## src/fdi_regs.vh

```
// field positions, codes and timing constants for the drive interface
`ifndef FDI_REGS_VH
`define FDI_REGS_VH

// drive output register fields
`define FDI_DOR_SEL0_BIT   0
`define FDI_DOR_SEL1_BIT   1
`define FDI_DOR_MOTOR_ON_FIRST_BIT   4
`define FDI_DOR_MOTOR_ON_SECOND_BIT   5
`define FDI_DOR_RST        8'h00

// controller configuration register: density polarity
`define FDI_CFG_DPOL_BIT   5

// data rate codes in bits 1:0 of the rate registers
`define FDI_RATE_500K      2'h0
`define FDI_RATE_300K      2'h1
`define FDI_RATE_250K      2'h2
`define FDI_RATE_1M        2'h3
`define FDI_RATE_RST       2'h0

// digital input register: door changed bit
`define FDI_DIR_CHG_BIT    7

// clock and timing
`define FDI_MCLK_MHZ       250
`define FDI_STEP_PW_NS     1000
`define FDI_STEP_MS_CYC    250000
`define FDI_PWR_HOLD_US    100
`define FDI_PC_NOM         8

`endif

```

## src/fdi_drive_if.v

```verilog
// drive-side signal logic of the floppy controller
`timescale 1ns/10ps
`include "fdi_regs.vh"

module fdi_drive_if
#(
  parameter STEP_MS_CYC = `FDI_STEP_MS_CYC,
  parameter PWR_HOLD_CYC = `FDI_PWR_HOLD_US * `FDI_MCLK_MHZ
)
(
  mclk,
  reset,
  dor_wr,
  dor_data,
  cfg_reg,
  ccr_wr,
  ccr_data,
  dsr_wr,
  dsr_data,
  force_wp,
  diag_mode,
  seek_go,
  seek_inward,
  seek_steps,
  step_rate,
  rw_active,
  head_side,
  write_enable_out_req,
  wr_flux,
  pc_early,
  pc_late,
  pc_amount,
  power_ok,
  index_n_in,
  track_zero_in,
  wprot_n_in,
  door_changed_in,
  rdata_n_in,
  density_select_out,
  rate_bit_out,
  drive_select_first,
  drive_select_second,
  motor_on_first,
  motor_on_second,
  side_select_out,
  dir_n_out,
  step_n_out,
  write_enable_out,
  wdata_n_out,
  seek_busy,
  index_sync,
  track_zero_sync,
  wprot_sync,
  input_reg,
  separator_gate_diag,
  rdata_sync
);
  input              mclk;
  input              reset;
  input              dor_wr;
  input      [7:0]   dor_data;
  input      [7:0]   cfg_reg;
  input              ccr_wr;
  input      [7:0]   ccr_data;
  input              dsr_wr;
  input      [7:0]   dsr_data;
  input              force_wp;
  input              diag_mode;
  input              seek_go;
  input              seek_inward;
  input      [7:0]   seek_steps;
  input      [3:0]   step_rate;
  input              rw_active;
  input              head_side;
  input              write_enable_out_req;
  input              wr_flux;
  input              pc_early;
  input              pc_late;
  input      [2:0]   pc_amount;
  input              power_ok;
  input              index_n_in;
  input              track_zero_in;
  input              wprot_n_in;
  input              door_changed_in;
  input              rdata_n_in;
  output reg         density_select_out;
  output reg         rate_bit_out;
  output reg         drive_select_first;
  output reg         drive_select_second;
  output reg         motor_on_first;
  output reg         motor_on_second;
  output reg         side_select_out;
  output reg         dir_n_out;
  output reg         step_n_out;
  output reg         write_enable_out;
  output reg         wdata_n_out;
  output reg         seek_busy;
  output reg         index_sync;
  output reg         track_zero_sync;
  output reg         wprot_sync;
  output reg [7:0]   input_reg;
  output reg         separator_gate_diag;
  output reg         rdata_sync;

  localparam STEP_PW_CYC =
    (`FDI_STEP_PW_NS * `FDI_MCLK_MHZ + 999) / 1000;
  localparam [2:0] SK_IDLE  = 3'h1;
  localparam [2:0] SK_PULSE = 3'h2;
  localparam [2:0] SK_GAP   = 3'h4;

  // step spacing: (16 - rate) milliseconds, as on classic controllers
  function [31:0] gap_cycles;
    input [3:0] rate;
    begin
      gap_cycles = (32'd16 - {28'h0, rate}) * STEP_MS_CYC;
    end
  endfunction

  // precompensation tap: nominal delay moved by the chosen amount
  function [3:0] pc_tap;
    input       early;
    input       late;
    input [2:0] amt;
    begin
      if (early && !late)
        pc_tap = 4'd`FDI_PC_NOM - {1'b0, amt};
      else if (late && !early)
        pc_tap = 4'd`FDI_PC_NOM + {1'b0, amt};
      else
        pc_tap = 4'd`FDI_PC_NOM;
    end
  endfunction

  // ---------------------------------------------------------------
  // input synchronisers
  // ---------------------------------------------------------------
  reg [4:0] meta_r;
  reg [4:0] sync_r;
  reg       pwr_meta_r;
  reg       pwr_sync_r;

  always @(posedge mclk)
  begin
    if (reset)
    begin
      meta_r     <= 5'h1f;
      sync_r     <= 5'h1f;
      pwr_meta_r <= 1'b0;
      pwr_sync_r <= 1'b0;
    end
    else
    begin
      meta_r     <= {rdata_n_in, door_changed_in, wprot_n_in,
                     track_zero_in, index_n_in};
      sync_r     <= meta_r;
      pwr_meta_r <= power_ok;
      pwr_sync_r <= pwr_meta_r;
    end
  end

  // ---------------------------------------------------------------
  // control registers held on the drive side
  // ---------------------------------------------------------------
  reg [7:0] dor_r;
  reg [1:0] rate_r;

  always @(posedge mclk)
  begin
    if (reset)
    begin
      dor_r  <= `FDI_DOR_RST;
      rate_r <= `FDI_RATE_RST;
    end
    else
    begin
      if (dor_wr)
        dor_r <= dor_data;
      // the later write wins; a same-cycle pair takes the rate select
      if (dsr_wr)
        rate_r <= dsr_data[1:0];
      else if (ccr_wr)
        rate_r <= ccr_data[1:0];
    end
  end

  wire high_dens = (rate_r == `FDI_RATE_500K) ||
                   (rate_r == `FDI_RATE_1M);

  // ---------------------------------------------------------------
  // seek sequencer
  // ---------------------------------------------------------------
  reg [2:0]  sk_state_r;
  reg [7:0]  sk_left_r;
  reg [31:0] sk_cnt_r;
  reg        sk_in_r;

  always @(posedge mclk)
  begin
    if (reset)
    begin
      sk_state_r <= SK_IDLE;
      sk_left_r  <= 8'h00;
      sk_cnt_r   <= 32'h0;
      sk_in_r    <= 1'b0;
    end
    else
    begin
      case (sk_state_r)
        SK_IDLE:
          if (seek_go && seek_steps != 8'h00 && !rw_active)
          begin
            sk_in_r    <= seek_inward;
            sk_left_r  <= seek_steps;
            sk_cnt_r   <= STEP_PW_CYC - 1;
            sk_state_r <= SK_PULSE;
          end
        SK_PULSE:
          if (sk_cnt_r == 32'h0)
          begin
            sk_left_r  <= sk_left_r - 8'h01;
            sk_cnt_r   <= gap_cycles(step_rate) - 32'h1;
            sk_state_r <= SK_GAP;
          end
          else
            sk_cnt_r <= sk_cnt_r - 32'h1;
        SK_GAP:
          if (sk_cnt_r == 32'h0)
          begin
            if (sk_left_r == 8'h00)
              sk_state_r <= SK_IDLE;
            else
            begin
              sk_cnt_r   <= STEP_PW_CYC - 1;
              sk_state_r <= SK_PULSE;
            end
          end
          else
            sk_cnt_r <= sk_cnt_r - 32'h1;
        default:
          sk_state_r <= SK_IDLE;
      endcase
    end
  end

  // ---------------------------------------------------------------
  // write path: precompensation delay line and guarded gate
  // ---------------------------------------------------------------
  reg [15:0] flux_dl_r;
  reg [31:0] hold_r;
  wire       armed = (hold_r == 32'h0);

  always @(posedge mclk)
  begin
    if (reset)
    begin
      flux_dl_r <= 16'h0;
      hold_r    <= PWR_HOLD_CYC;
    end
    else
    begin
      flux_dl_r <= {flux_dl_r[14:0], wr_flux};
      // power must stay good for the hold time before any write
      if (!pwr_sync_r)
        hold_r <= PWR_HOLD_CYC;
      else if (!armed)
        hold_r <= hold_r - 32'h1;
    end
  end

  // ---------------------------------------------------------------
  // output flip-flops
  // ---------------------------------------------------------------
  always @(posedge mclk)
  begin
    if (reset)
    begin
      density_select_out  <= 1'b0;
      rate_bit_out        <= 1'b0;
      drive_select_first  <= 1'b1;
      drive_select_second <= 1'b1;
      motor_on_first      <= 1'b1;
      motor_on_second     <= 1'b1;
      side_select_out     <= 1'b1;
      dir_n_out           <= 1'b1;
      step_n_out          <= 1'b1;
      write_enable_out    <= 1'b1;
      wdata_n_out         <= 1'b1;
      seek_busy           <= 1'b0;
      index_sync          <= 1'b0;
      track_zero_sync     <= 1'b0;
      wprot_sync          <= 1'b0;
      input_reg           <= 8'h00;
      separator_gate_diag <= 1'b0;
      rdata_sync          <= 1'b0;
    end
    else
    begin
      density_select_out  <= high_dens ^
                             cfg_reg[`FDI_CFG_DPOL_BIT];
      rate_bit_out        <= rate_r[0];
      drive_select_first  <= ~dor_r[`FDI_DOR_SEL0_BIT];
      drive_select_second <= ~dor_r[`FDI_DOR_SEL1_BIT];
      motor_on_first      <= ~dor_r[`FDI_DOR_MOTOR_ON_FIRST_BIT];
      motor_on_second     <= ~dor_r[`FDI_DOR_MOTOR_ON_SECOND_BIT];
      side_select_out     <= ~head_side;
      // direction only asserted for an inward seek, never in transfers
      dir_n_out  <= ~(sk_in_r && sk_state_r != SK_IDLE &&
                      !rw_active);
      step_n_out <= ~(sk_state_r == SK_PULSE);
      seek_busy  <= (sk_state_r != SK_IDLE);
      write_enable_out <= ~(write_enable_out_req && armed &&
                            pwr_sync_r);
      wdata_n_out <= ~flux_dl_r[pc_tap(pc_early, pc_late,
                                       pc_amount)];
      index_sync      <= ~sync_r[0];
      track_zero_sync <= ~sync_r[1];
      wprot_sync      <= ~sync_r[2] | force_wp;
      // door input feeds either the register or the diagnostic gate
      input_reg <= {~sync_r[3] & ~diag_mode, 7'h00};
      separator_gate_diag <= ~sync_r[3] & diag_mode;
      rdata_sync <= ~sync_r[4];
    end
  end

endmodule

```

## config.mk

```make
export PLATFORM = sky130hd
export DESIGN_NAME = fdi_drive_if
export DESIGN_NICKNAME = d
export VERILOG_FILES = /design/src/fdi_drive_if.v
export VERILOG_INCLUDE_DIRS = /design/src
export SDC_FILE = /design/constraint.sdc
export NUM_CORES = 1
export LEC_CHECK = 0
export BUFFER_PORTS_ARGS = -buffer_cell sky130_fd_sc_hd__buf_2
export CAP_MARGIN = 20
export CELL_PAD_IN_SITES_DETAIL_PLACEMENT = 0
export CELL_PAD_IN_SITES_GLOBAL_PLACEMENT = 2
export CORE_ASPECT_RATIO = 0.75
export CORE_MARGIN = 1.5
export CORE_UTILIZATION = 38
export DETAILED_ROUTE_END_ITERATION = 10
export GPL_ROUTABILITY_DRIVEN = 0
export GPL_TIMING_DRIVEN = 0
export HOLD_SLACK_MARGIN = 0.1
export PLACE_DENSITY_LB_ADDON = 0.3
export SETUP_SLACK_MARGIN = 0.1
export SLEW_MARGIN = 25
export SYNTH_ARGS = -nofsm -noshare
export SYNTH_HDL_FRONTEND = slang
export SYNTH_SLANG_ARGS = --single-unit
```

## constraint.sdc

```tcl
create_clock -name mclk -period 9.7 [get_ports mclk]
set_input_delay 1.455 -clock mclk [delete_from_list [all_inputs] [get_ports mclk]]
set_output_delay 1.455 -clock mclk [all_outputs]
set_load 0.05 [all_outputs]
```

Word-level counts from Yosys, hierarchy flattened --
Cells that the tools add are included.
Storage, ports and cells: register bits 137, bits of input ports 68, output and inout port bits 25, logic and storage cells 114
Operators by class: add/subtract/negate cells 7, $mul 1, order comparisons 1, eq/ne operators 9, muxes and demuxes 20, bitwise gates (word level) 20, reduce and logical (&&, ||, !) cells 25
Operator list (count):
- two-way mux 32 bit | 4
- one-hot mux 32 bit (3 select lines) | 1
- subtractor 32 x 1 -> 32 bit (second input constant) | 3
- zero test 32 bit | 2
- multiplier 32 x 14 -> 28 bit (second input constant) | 1
- two-way mux 8 bit | 2
- NOT 1 bit | 16
- one-hot mux 8 bit (2 select lines) | 1
- two-way mux 4 bit | 3
- two-way mux 3 bit | 3
- one-hot mux 3 bit (3 select lines) | 1
- AND reduction 3 bit | 3
- logical AND 1 bit | 8
- zero test 8 bit | 1
- nonzero test 8 bit | 1
- subtractor 8 x 1 -> 8 bit (second input constant) | 1
- two-way mux 2 bit | 3
- != test 2 bit (second input constant) | 3
- subtractor 5 x 4 -> 6 bit (first input constant) | 1
- less-than comparator 4 x 5 -> 1 bit (second input constant) | 1
- adder 4 x 3 -> 4 bit (first input constant) | 1
- binary-select mux 1 bit (select 4 bit) | 1
- nonzero test 2 bit | 2
- subtractor 4 x 3 -> 4 bit (first input constant) | 1
- other kinds (16) | 19

Logic depth before layout (Yosys ltp) --
Gate-level depths: netlist (run 1).
depth in word-level cells 8, depth in mapped cells 23, mapped depth without buffers 22

Worst setup path before layout (run 1) --
No wires, ideal clock.
path kind input-to-reg, start point input port step_rate[0], end point register sk_cnt_r[25], library setup time 0.073 ns, data arrival time 6.635 ns, slack 2.992 ns, stages 23, buffers on the path 2, cell sequence buf_2 inv_1 ha_1 clkbuf_1 inv_1 ha_1 ha_1 inv_1 fa_1 inv_1 ha_1 ha_1 ha_1 ha_1 ha_1 a21o_1 or3_1 a41oi_2 o31a_1 nor2_1 or2_1 or4_4 o211ai_2
Between the ends: word-level cells in the longest chain between the ends 5
RTL lines:
- start: declaration | RTL line fdi_drive_if.v:72 | input [3:0] step_rate;
- subtractor 5 x 4 -> 6 bit | RTL line fdi_drive_if.v:115 | gap_cycles = (32'd16 - {28'h0, rate}) * STEP_MS_CYC;
- multiplier 32 x 14 -> 28 bit | RTL line fdi_drive_if.v:115
- subtractor 32 x 1 -> 32 bit | RTL line fdi_drive_if.v:221 | sk_cnt_r <= gap_cycles(step_rate) - 32'h1;
- two-way mux 32 bit | RTL line fdi_drive_if.v:218 | if (sk_cnt_r == 32'h0)
- one-hot mux 32 bit (3 select lines) | RTL line fdi_drive_if.v:208 | case (sk_state_r)
- end signal: assignment | RTL line fdi_drive_if.v:214 | sk_cnt_r <= STEP_PW_CYC - 1;
- end signal: assignment | RTL line fdi_drive_if.v:221
- end signal: assignment | RTL line fdi_drive_if.v:225 | sk_cnt_r <= sk_cnt_r - 32'h1;
- end: declaration | RTL line fdi_drive_if.v:194 | reg [31:0] sk_cnt_r;
No other way between the ends. A chain may end at the register's enable or synchronous reset.

Worst setup path in the final report (run 1) --
Same ends and word-level chain as after synthesis.

==> impl_summary.log, run 1 <==
INFO  metric status = complete, no violations
INFO  metric drt_first_pass_iters = 5
INFO  metric min_delay_path_class = reg -> reg
INFO  metric peakVddDrop = 0.121 mV
INFO  metric fill_cells = 2035
INFO  metric rsz0062_at_grt = false
INFO  metric synth_largest_type_area_fraction = 32.6%
INFO  metric growth_of_design_area_from_synthesis_to_finish = 16.2%
INFO  metric p_leak = 3.67 nW
INFO  metric dp_wirelength = 15300 um
INFO  metric postCtsSetupBuffers = 0
INFO  metric finalSetupTns = 0 ps
INFO  metric clock_tree.buffer_depth = 2
INFO  metric critical_path.reg2reg.endpoint = sk_cnt_r[27]
INFO  metric initial_core_util = 38.8%
INFO  metric placedCellCount = 1257
INFO  metric die_height = 128 um
INFO  metric setup.worst_path.start = step_rate[0]
INFO  metric boundaryPins = 93
INFO  metric final_layout_size_suffix_gt1_share = 15.4%
INFO  metric endpoint = sk_cnt_r[25]
INFO  metric num-nets-final = 1142
INFO  metric synth_area_per_cell = 8.43 um2
INFO  metric worstReg2RegStart = sk_cnt_r[4]
INFO  metric grt_max_degree = 17
INFO  metric max_slew_margin = 39.9%
INFO  metric drv_cap = 0
INFO  metric worst_r2r_path_depth = 8
INFO  metric final_cell_count_no_fill = 1289
INFO  metric syn_inst = 933
INFO  metric cts_hold_repair.buffers = 0
INFO  metric tritoncts = yes
INFO  metric total_of_flip_flops_plus_latches_after_synthesis = 128
INFO  metric number_of_global_route_vias_before_repair = 6292
INFO  metric final_worst_hold_slack = 383 ps
INFO  metric cts.sinks = 128
INFO  metric reg2reg_slack = 6150 ps
INFO  metric cp.arrival = 7710 ps
INFO  metric timing.final.setup_violations = 0
INFO  metric io_buffer_count = 60
INFO  metric hold_violations = 0
INFO  metric die_x = 169 um
INFO  metric synth.yosys.warnings = 0
INFO  metric cts-resized-gates = 0
INFO  metric synth-edff-count = 0
INFO  metric drt_first_iter_violations = 451
INFO  metric library_cells_used_by_synthesis = 86
INFO  metric final_antenna_net_count = 0
INFO  metric worstSetupEndpointType = flip-flop
INFO  metric final_core_utilization = 45.1%
INFO  metric wl_per_cell = 15.9 um
INFO  metric achievable-frequency = 136 MHz
INFO  metric worstMarginPinSlew = 899 ps
INFO  metric worst_clock_skew = 12.2 ps
INFO  metric synth_area_leader_cell = dfxtp_1
INFO  metric min_period_over_period = 75.9%
INFO  metric synth-seq-area-share = 32.6%
INFO  metric floorplan.core_area = 20300 um2
INFO  metric synthArstFlopShare = 0%
INFO  metric worst_setup_path_start_kind = primary input
INFO  metric post-route-min-period = 7360 ps
INFO  metric drt-total-wl = 20500 um
INFO  metric grt.overflow.total = 0
INFO  metric power.density_cell_area = 190 nW/um2
INFO  metric wire_length_of_the_first_global_routing_pass = 33700 um
INFO  metric diodes = 0
INFO  metric number_of_antenna_violations_at_the_first_check_in_global_routing = 1
INFO  metric synthMostInstantiatedCell = dfxtp_1
INFO  metric synth_top_cells_by_area = dfxtp_1 (33%), ha_1 (8.0%), nor2_1 (5.2%)
INFO  metric clock_latency = 420 ps
INFO  metric final_max_slew_viol_count = 0
INFO  metric synth_area = 7870 um2
INFO  metric post_drt_via_cell_ratio = 5.29
INFO  metric clk_pin_slew_worst_paths = 60 ps
INFO  metric via_count = 6818
INFO  metric criticalPathCategory = in -> reg
INFO  metric numCtsBuffers = 17
INFO  metric gr-usage-all-layers = 19.7%
INFO  metric top_regs = hold_r: 32 flops, sk_cnt_r: 32 flops, flux_dl_r: 16 flops
INFO  metric core.rowCount = 45
INFO  metric die_area = 21600 um2
INFO  metric worstPathMaxFanout = 10
INFO  metric postSynth.topFlopCell = dfxtp_1
INFO  metric cts.htree.levels = 4
INFO  metric drcViolationCount = 0
INFO  metric synth_common_cells = dfxtp_1 (128), nor2_1 (109), nand2_1 (60), o21ai_0 (53), ha_1 (50)
INFO  metric critPathRequiredTime = 10040 ps
INFO  metric cts.root.buffer_cell = clkbuf_16
[cells in the final DEF (no fill, tap or decap), types with 5 or more instances in the layout]
cell type and n:
inv_1 35, nor3b_1 6, a22oi_1 5, ha_1 50, conb_1 7, nand2b_1 21, xor2_1 25, inv_6 5
dfxtp_1 128, or4_1 10, clkbuf_16 17, o22ai_1 9, a21oi_1 41, o31ai_1 5, buf_2 68, fa_1 6
nor4_1 16, mux2i_1 10, nand4_1 8, nor2b_1 31, nor3_1 31, buf_4 7, nand2_1 60, xnor2_1 41
or3_1 14, clkbuf_1 24, and2_1 6, a21o_1 8, o21ai_0 53, or2_2 18, o211ai_1 9, nor2_1 109
a211oi_1 16, nand3_1 27, and3_1 6
[per-stage QoR]
step / total power [mW] / cell area (um2) / setup slack [ps]
3_3_place_gp: 1.06 / 8510 / 1970
4_1_cts: 1.75 / 9140 / 2380
3_5_place_dp: 1.06 / 8510 / 1990
6_report: 1.73 / 9140 / 2340
2_1_floorplan: 0.939 / 7890 / 2990
5_1_grt: 1.84 / 9140 / 2010
[cells by family (layout without fill, tap and decap cells)]
family | after synthesis | count (layout) | synth area share, %
simple gates | 392 | 392 | 26.6
mux | 16 | 16 | 2.70
xor+xnor | 68 | 68 | 7.76
other cells | 1 | 7 | 0.0477
flops | 128 | 128 | 32.6
compound gates | 192 | 192 | 16.5
fa+ha+maj | 56 | 56 | 9.48
buf+inv | 80 | 172 | 4.37
[power by group]
| group | internal, mW | leakage, nW | switching [mW] |
|---|---|---|---|
| registers | 0.543 | 1.04 | 0.0142 |
| logic | 0.187 | 2.33 | 0.302 |
| clock network | 0.413 | 0.296 | 0.275 |
| total | 1.14 | 3.67 | 0.591 |
[per-layer routing]
layer / up-vias / share of wire, % / GRT usage, %
met3: 7 / 4.7 / 3.47
li1: 3488 / - / -
met1: 3182 / 54 / 30.9
met5: - / 0 / 0
met2: 141 / 41 / 28.2
met4: 0 / 0.36 / 3.12
[area by class of cell]
| type | instances | area (um2) | share of cell area, % |
|---|---|---|---|
| tap | 258 | 323 | 3.53 |
| inverter | 36 | 135 | 1.48 |
| clock buffer | 17 | 425 | 4.65 |
| buffer | 44 | 209 | 2.29 |
| multi-input combinational | 731 | 4980 | 54.5 |
| timing repair buffer | 60 | 300 | 3.28 |
| clock inverter | 15 | 201 | 2.20 |
| sequential | 128 | 2560 | 28.0 |
[worst min path at each step]
stage | depth (start not counted) | startpoint | endpoint | slack, ps
after CTS | 1 | sync_r[4] | rdata_sync | 390
after global placement | 1 | sync_r[4] | rdata_sync | 370
after detailed placement | 1 | sync_r[4] | rdata_sync | 380
after floorplan | 1 | sync_r[0] | index_sync | 370
after global routing | 1 | sync_r[1] | track_zero_sync | 390
final | 1 | sync_r[4] | rdata_sync | 380
[worst max-delay path, stage by stage]
cell	delay, ps
buf_2	200
buf_2	350
inv_1	200
ha_1	400
clkbuf_1	500
inv_1	170
ha_1	380
ha_1	290
inv_1	50
fa_1	490
inv_1	50
ha_1	290
ha_1	300
ha_1	210
ha_1	280
ha_1	240
a21o_1	180
or3_1	330
a41oi_2	260
o31a_1	200
nor2_1	80
or2_1	240
or4_4	480
o211ai_2	80
No activity file was read; power rests on OpenSTA's default activity.
==> inputs of run 2 (changes only) <==
- CORE_UTILIZATION: 38 -> 36
- clock period: 9.7 -> 7.6 ns (I/O delays scaled with it)
==> run 2 against run 1 <==
Via count rose by 0.10%. Final area is essentially flat. Cell count up 2.3%. Clock-buffer cell count did not move.
==> impl_summary.log, run 2 (synthesis gave the netlist of run 1 again) <==
INFO  metric drt-total-wl = 20600 um (+0.69%)
INFO  metric hold_path_end = rdata_sync
INFO  metric total_power = 2.17 mW (+25%)
INFO  metric wire_length_of_the_first_global_routing_pass = 33500 um (-0.80%)
INFO  metric io_buffer_count = 60 (unchanged)
INFO  metric dp_wirelength = 15500 um (+1.7%)
INFO  metric crit_chain = buf_2, buf_2, inv_1, ha_1, clkbuf_1, inv_1, ha_1, ha_1, inv_1, fa_1, inv_1, ha_1, ha_1, ha_1, ha_1, and4_1, nand4_1, xor2_1, nand2_1, nor4b_1, nand3b_1, o21ai_0
INFO  metric growth_of_design_area_from_synthesis_to_finish = 16.3% (about the same)
INFO  metric worst_clock_skew = 13.6 ps (+1.41 ps)
INFO  metric criticalPathCategory = in -> reg
INFO  metric placement.cell_area = 8550 um2 (+0.44%)
INFO  metric numCtsBuffers = 17 (unchanged)
INFO  metric crit_path_frequent_cell = ha_1
INFO  metric die_height = 131 um (+2.7%)
INFO  metric timing.final.setup_violations = 0 (unchanged)
INFO  metric boundaryPins = 93 (unchanged)
INFO  metric final-seq-area = 2560 um2 (unchanged)
INFO  metric multiInputGateArea = 4980 um2 (unchanged)
INFO  metric cts.sinks = 128 (unchanged)
INFO  metric slowest_stage = nor4b_1
INFO  metric worstHoldPathCells = 1 (unchanged)
INFO  metric worst_r2r_path_depth = 8 (unchanged)
INFO  metric drv_cap = 0 (unchanged)
INFO  metric rsz0062_at_grt = false
INFO  metric gr-usage-all-layers = 18.6% (-1.2 points)
INFO  metric cts_hold_repair.buffers = 0 (unchanged)
INFO  metric max_slew_margin = 39.4% (-0.52 points)
INFO  metric postCtsSetupBuffers = 0 (unchanged)
INFO  metric final_cell_count_no_fill = 1319 (+2.3%)
INFO  metric die_x = 174 um (+2.7%)
INFO  metric pre_cts_setup_slack = 176 ps (-1820 ps)
INFO  metric layout_common_cells = dfxtp_1 (128), nor2_1 (109), buf_2 (68)
INFO  metric critPathRequiredTime = 7940 ps (-2100 ps)
INFO  metric via_count = 6825 (+0.10%)
INFO  metric core.rowCount = 46 (+2.2%)
INFO  metric final_core_utilization = 43.0% (-2.1 points)
INFO  metric floorplan.core_area = 21300 um2 (+5.1%)
INFO  metric final_antenna_net_count = 0 (unchanged)
INFO  metric reg2reg_slack = 4180 ps (-1970 ps)
INFO  metric worstSetupEndpointType = flip-flop
INFO  metric grt_max_degree = 17 (unchanged)
INFO  metric final_worst_hold_slack = 384 ps (+0.971 ps)
INFO  metric worstPathBufferInverterCount = 7 (unchanged)
INFO  metric min_from = sync_r[4]
INFO  metric drcViolationCount = 0 (unchanged)
INFO  metric worst_setup_path_start_kind = primary input
INFO  metric p_leak = 3.66 nW (about the same)
INFO  metric initial_core_util = 37.0% (-1.9 points)
INFO  metric worstPathMaxFanout = 10 (unchanged)
INFO  metric hold_violations = 0 (unchanged)
INFO  metric drt_first_pass_iters = 6 (+1)
INFO  metric worstReg2RegStart = sk_cnt_r[4]
INFO  metric final_common_cell = dfxtp_1
INFO  metric grt.overflow.total = 0 (unchanged)
INFO  metric cts-resized-gates = 0 (unchanged)
INFO  metric worst_path_top_cell_family_by_delay = adder cells
INFO  metric final_max_slew_viol_count = 0 (unchanged)
INFO  metric die_area = 22800 um2 (+5.4%)
INFO  metric diodes = 0 (unchanged)
INFO  metric fill_cells = 2219 (+9.0%)
INFO  metric clock_latency = 420 ps (about the same)
INFO  metric post-route-min-period = 7040 ps
INFO  metric cp.arrival = 7380 ps (-330 ps)
INFO  metric number_of_antenna_violations_at_the_first_check_in_global_routing = 0 (-1)
INFO  metric worstMarginPinSlew = 907 ps (+7.77 ps)
INFO  metric peakVddDrop = 0.145 mV (+19%)
INFO  metric min_delay_path_class = reg -> reg
INFO  metric critical_path.reg2reg.endpoint = sk_cnt_r[27]
INFO  metric cts.root.buffer_cell = clkbuf_16
INFO  metric critical_path_depth = 22 (-8.3%)
INFO  metric final_layout_size_suffix_gt1_share = 15.4% (unchanged)
INFO  metric drt_first_iter_violations = 415 (-8.0%)
INFO  metric achievable-frequency = 142 MHz
INFO  metric design_area = 9150 um2 (about the same)
INFO  metric power.density_cell_area = 237 nW/um2 (+25%)
INFO  metric status = complete, no violations
INFO  metric tritoncts = yes
INFO  metric wl_per_cell = 15.6 um (-1.6%)
INFO  metric timing.final.ws_setup = 560 ps (-1780 ps)
INFO  metric clk_pin_slew_worst_paths = 60 ps (about the same)
INFO  metric min_period_over_period = 92.6%
INFO  metric top_regs = hold_r: 32 flops, sk_cnt_r: 32 flops, flux_dl_r: 16 flops
INFO  metric post_drt_via_cell_ratio = 5.17 (-2.2%)
INFO  metric placedCellCount = 1287 (+2.4%)
INFO  metric cts.htree.levels = 4 (unchanged)
INFO  metric clock_tree.buffer_depth = 2 (unchanged)
INFO  metric cp_slowest_stage_delay = 700 ps (+200 ps)
INFO  metric num-nets-final = 1142 (unchanged)
INFO  metric number_of_global_route_vias_before_repair = 6289 (-0.048%)
INFO  metric finalSetupTns = 0 ps (unchanged)
run 2: cell count changes in the layout (fill, tap and decap cells not counted):
| cell | previous run | this run |
|---|---|---|
| bufinv_16 | 3 | 2 |
| clkinv_2 | 0 | 2 |
| clkinvlp_4 | 3 | 1 |
| inv_6 | 5 | 7 |
| inv_8 | 1 | 0 |
run 2: layer usage:
| layer | vias up | share of wire, % | track usage (%) |
|---|---|---|---|
| li1 | 3485 | - | - |
| met1 | 3206 | 55 | 27.9 |
| met2 | 122 | 41 | 27.5 |
| met3 | 12 | 3.6 | 3.15 |
| met4 | 0 | 0.71 | 4.61 |
| met5 | - | 0 | 0 |
run 2: final cells by class:
cell class	instances	share of cell area [%]
Multi-Input combinational cell	731	54.5
Sequential cell	128	28.0
Clock buffer	17	4.65
Tap cell	288	3.94
Timing Repair Buffer	60	3.28
Buffer	44	2.28
Clock inverter	15	1.89
Inverter	36	1.48
run 2: worst max path at each step:
stage | from | end | slack (ps)
after global routing | step_rate[0] | sk_cnt_r[26] | 220
after global placement | step_rate[0] | sk_cnt_r[25] | 160
after CTS | step_rate[0] | sk_cnt_r[25] | 590
after detailed placement | step_rate[0] | sk_cnt_r[30] | 180
after floorplan | step_rate[0] | sk_cnt_r[25] | 1210
final | step_rate[0] | sk_cnt_r[30] | 560
run 2: power by group:
part / internal, mW / total [mW] / switching [mW]
Sequential: 0.694 / 0.711 / 0.0178
Combinational: 0.238 / 0.623 / 0.385
Clock: 0.493 / 0.831 / 0.339
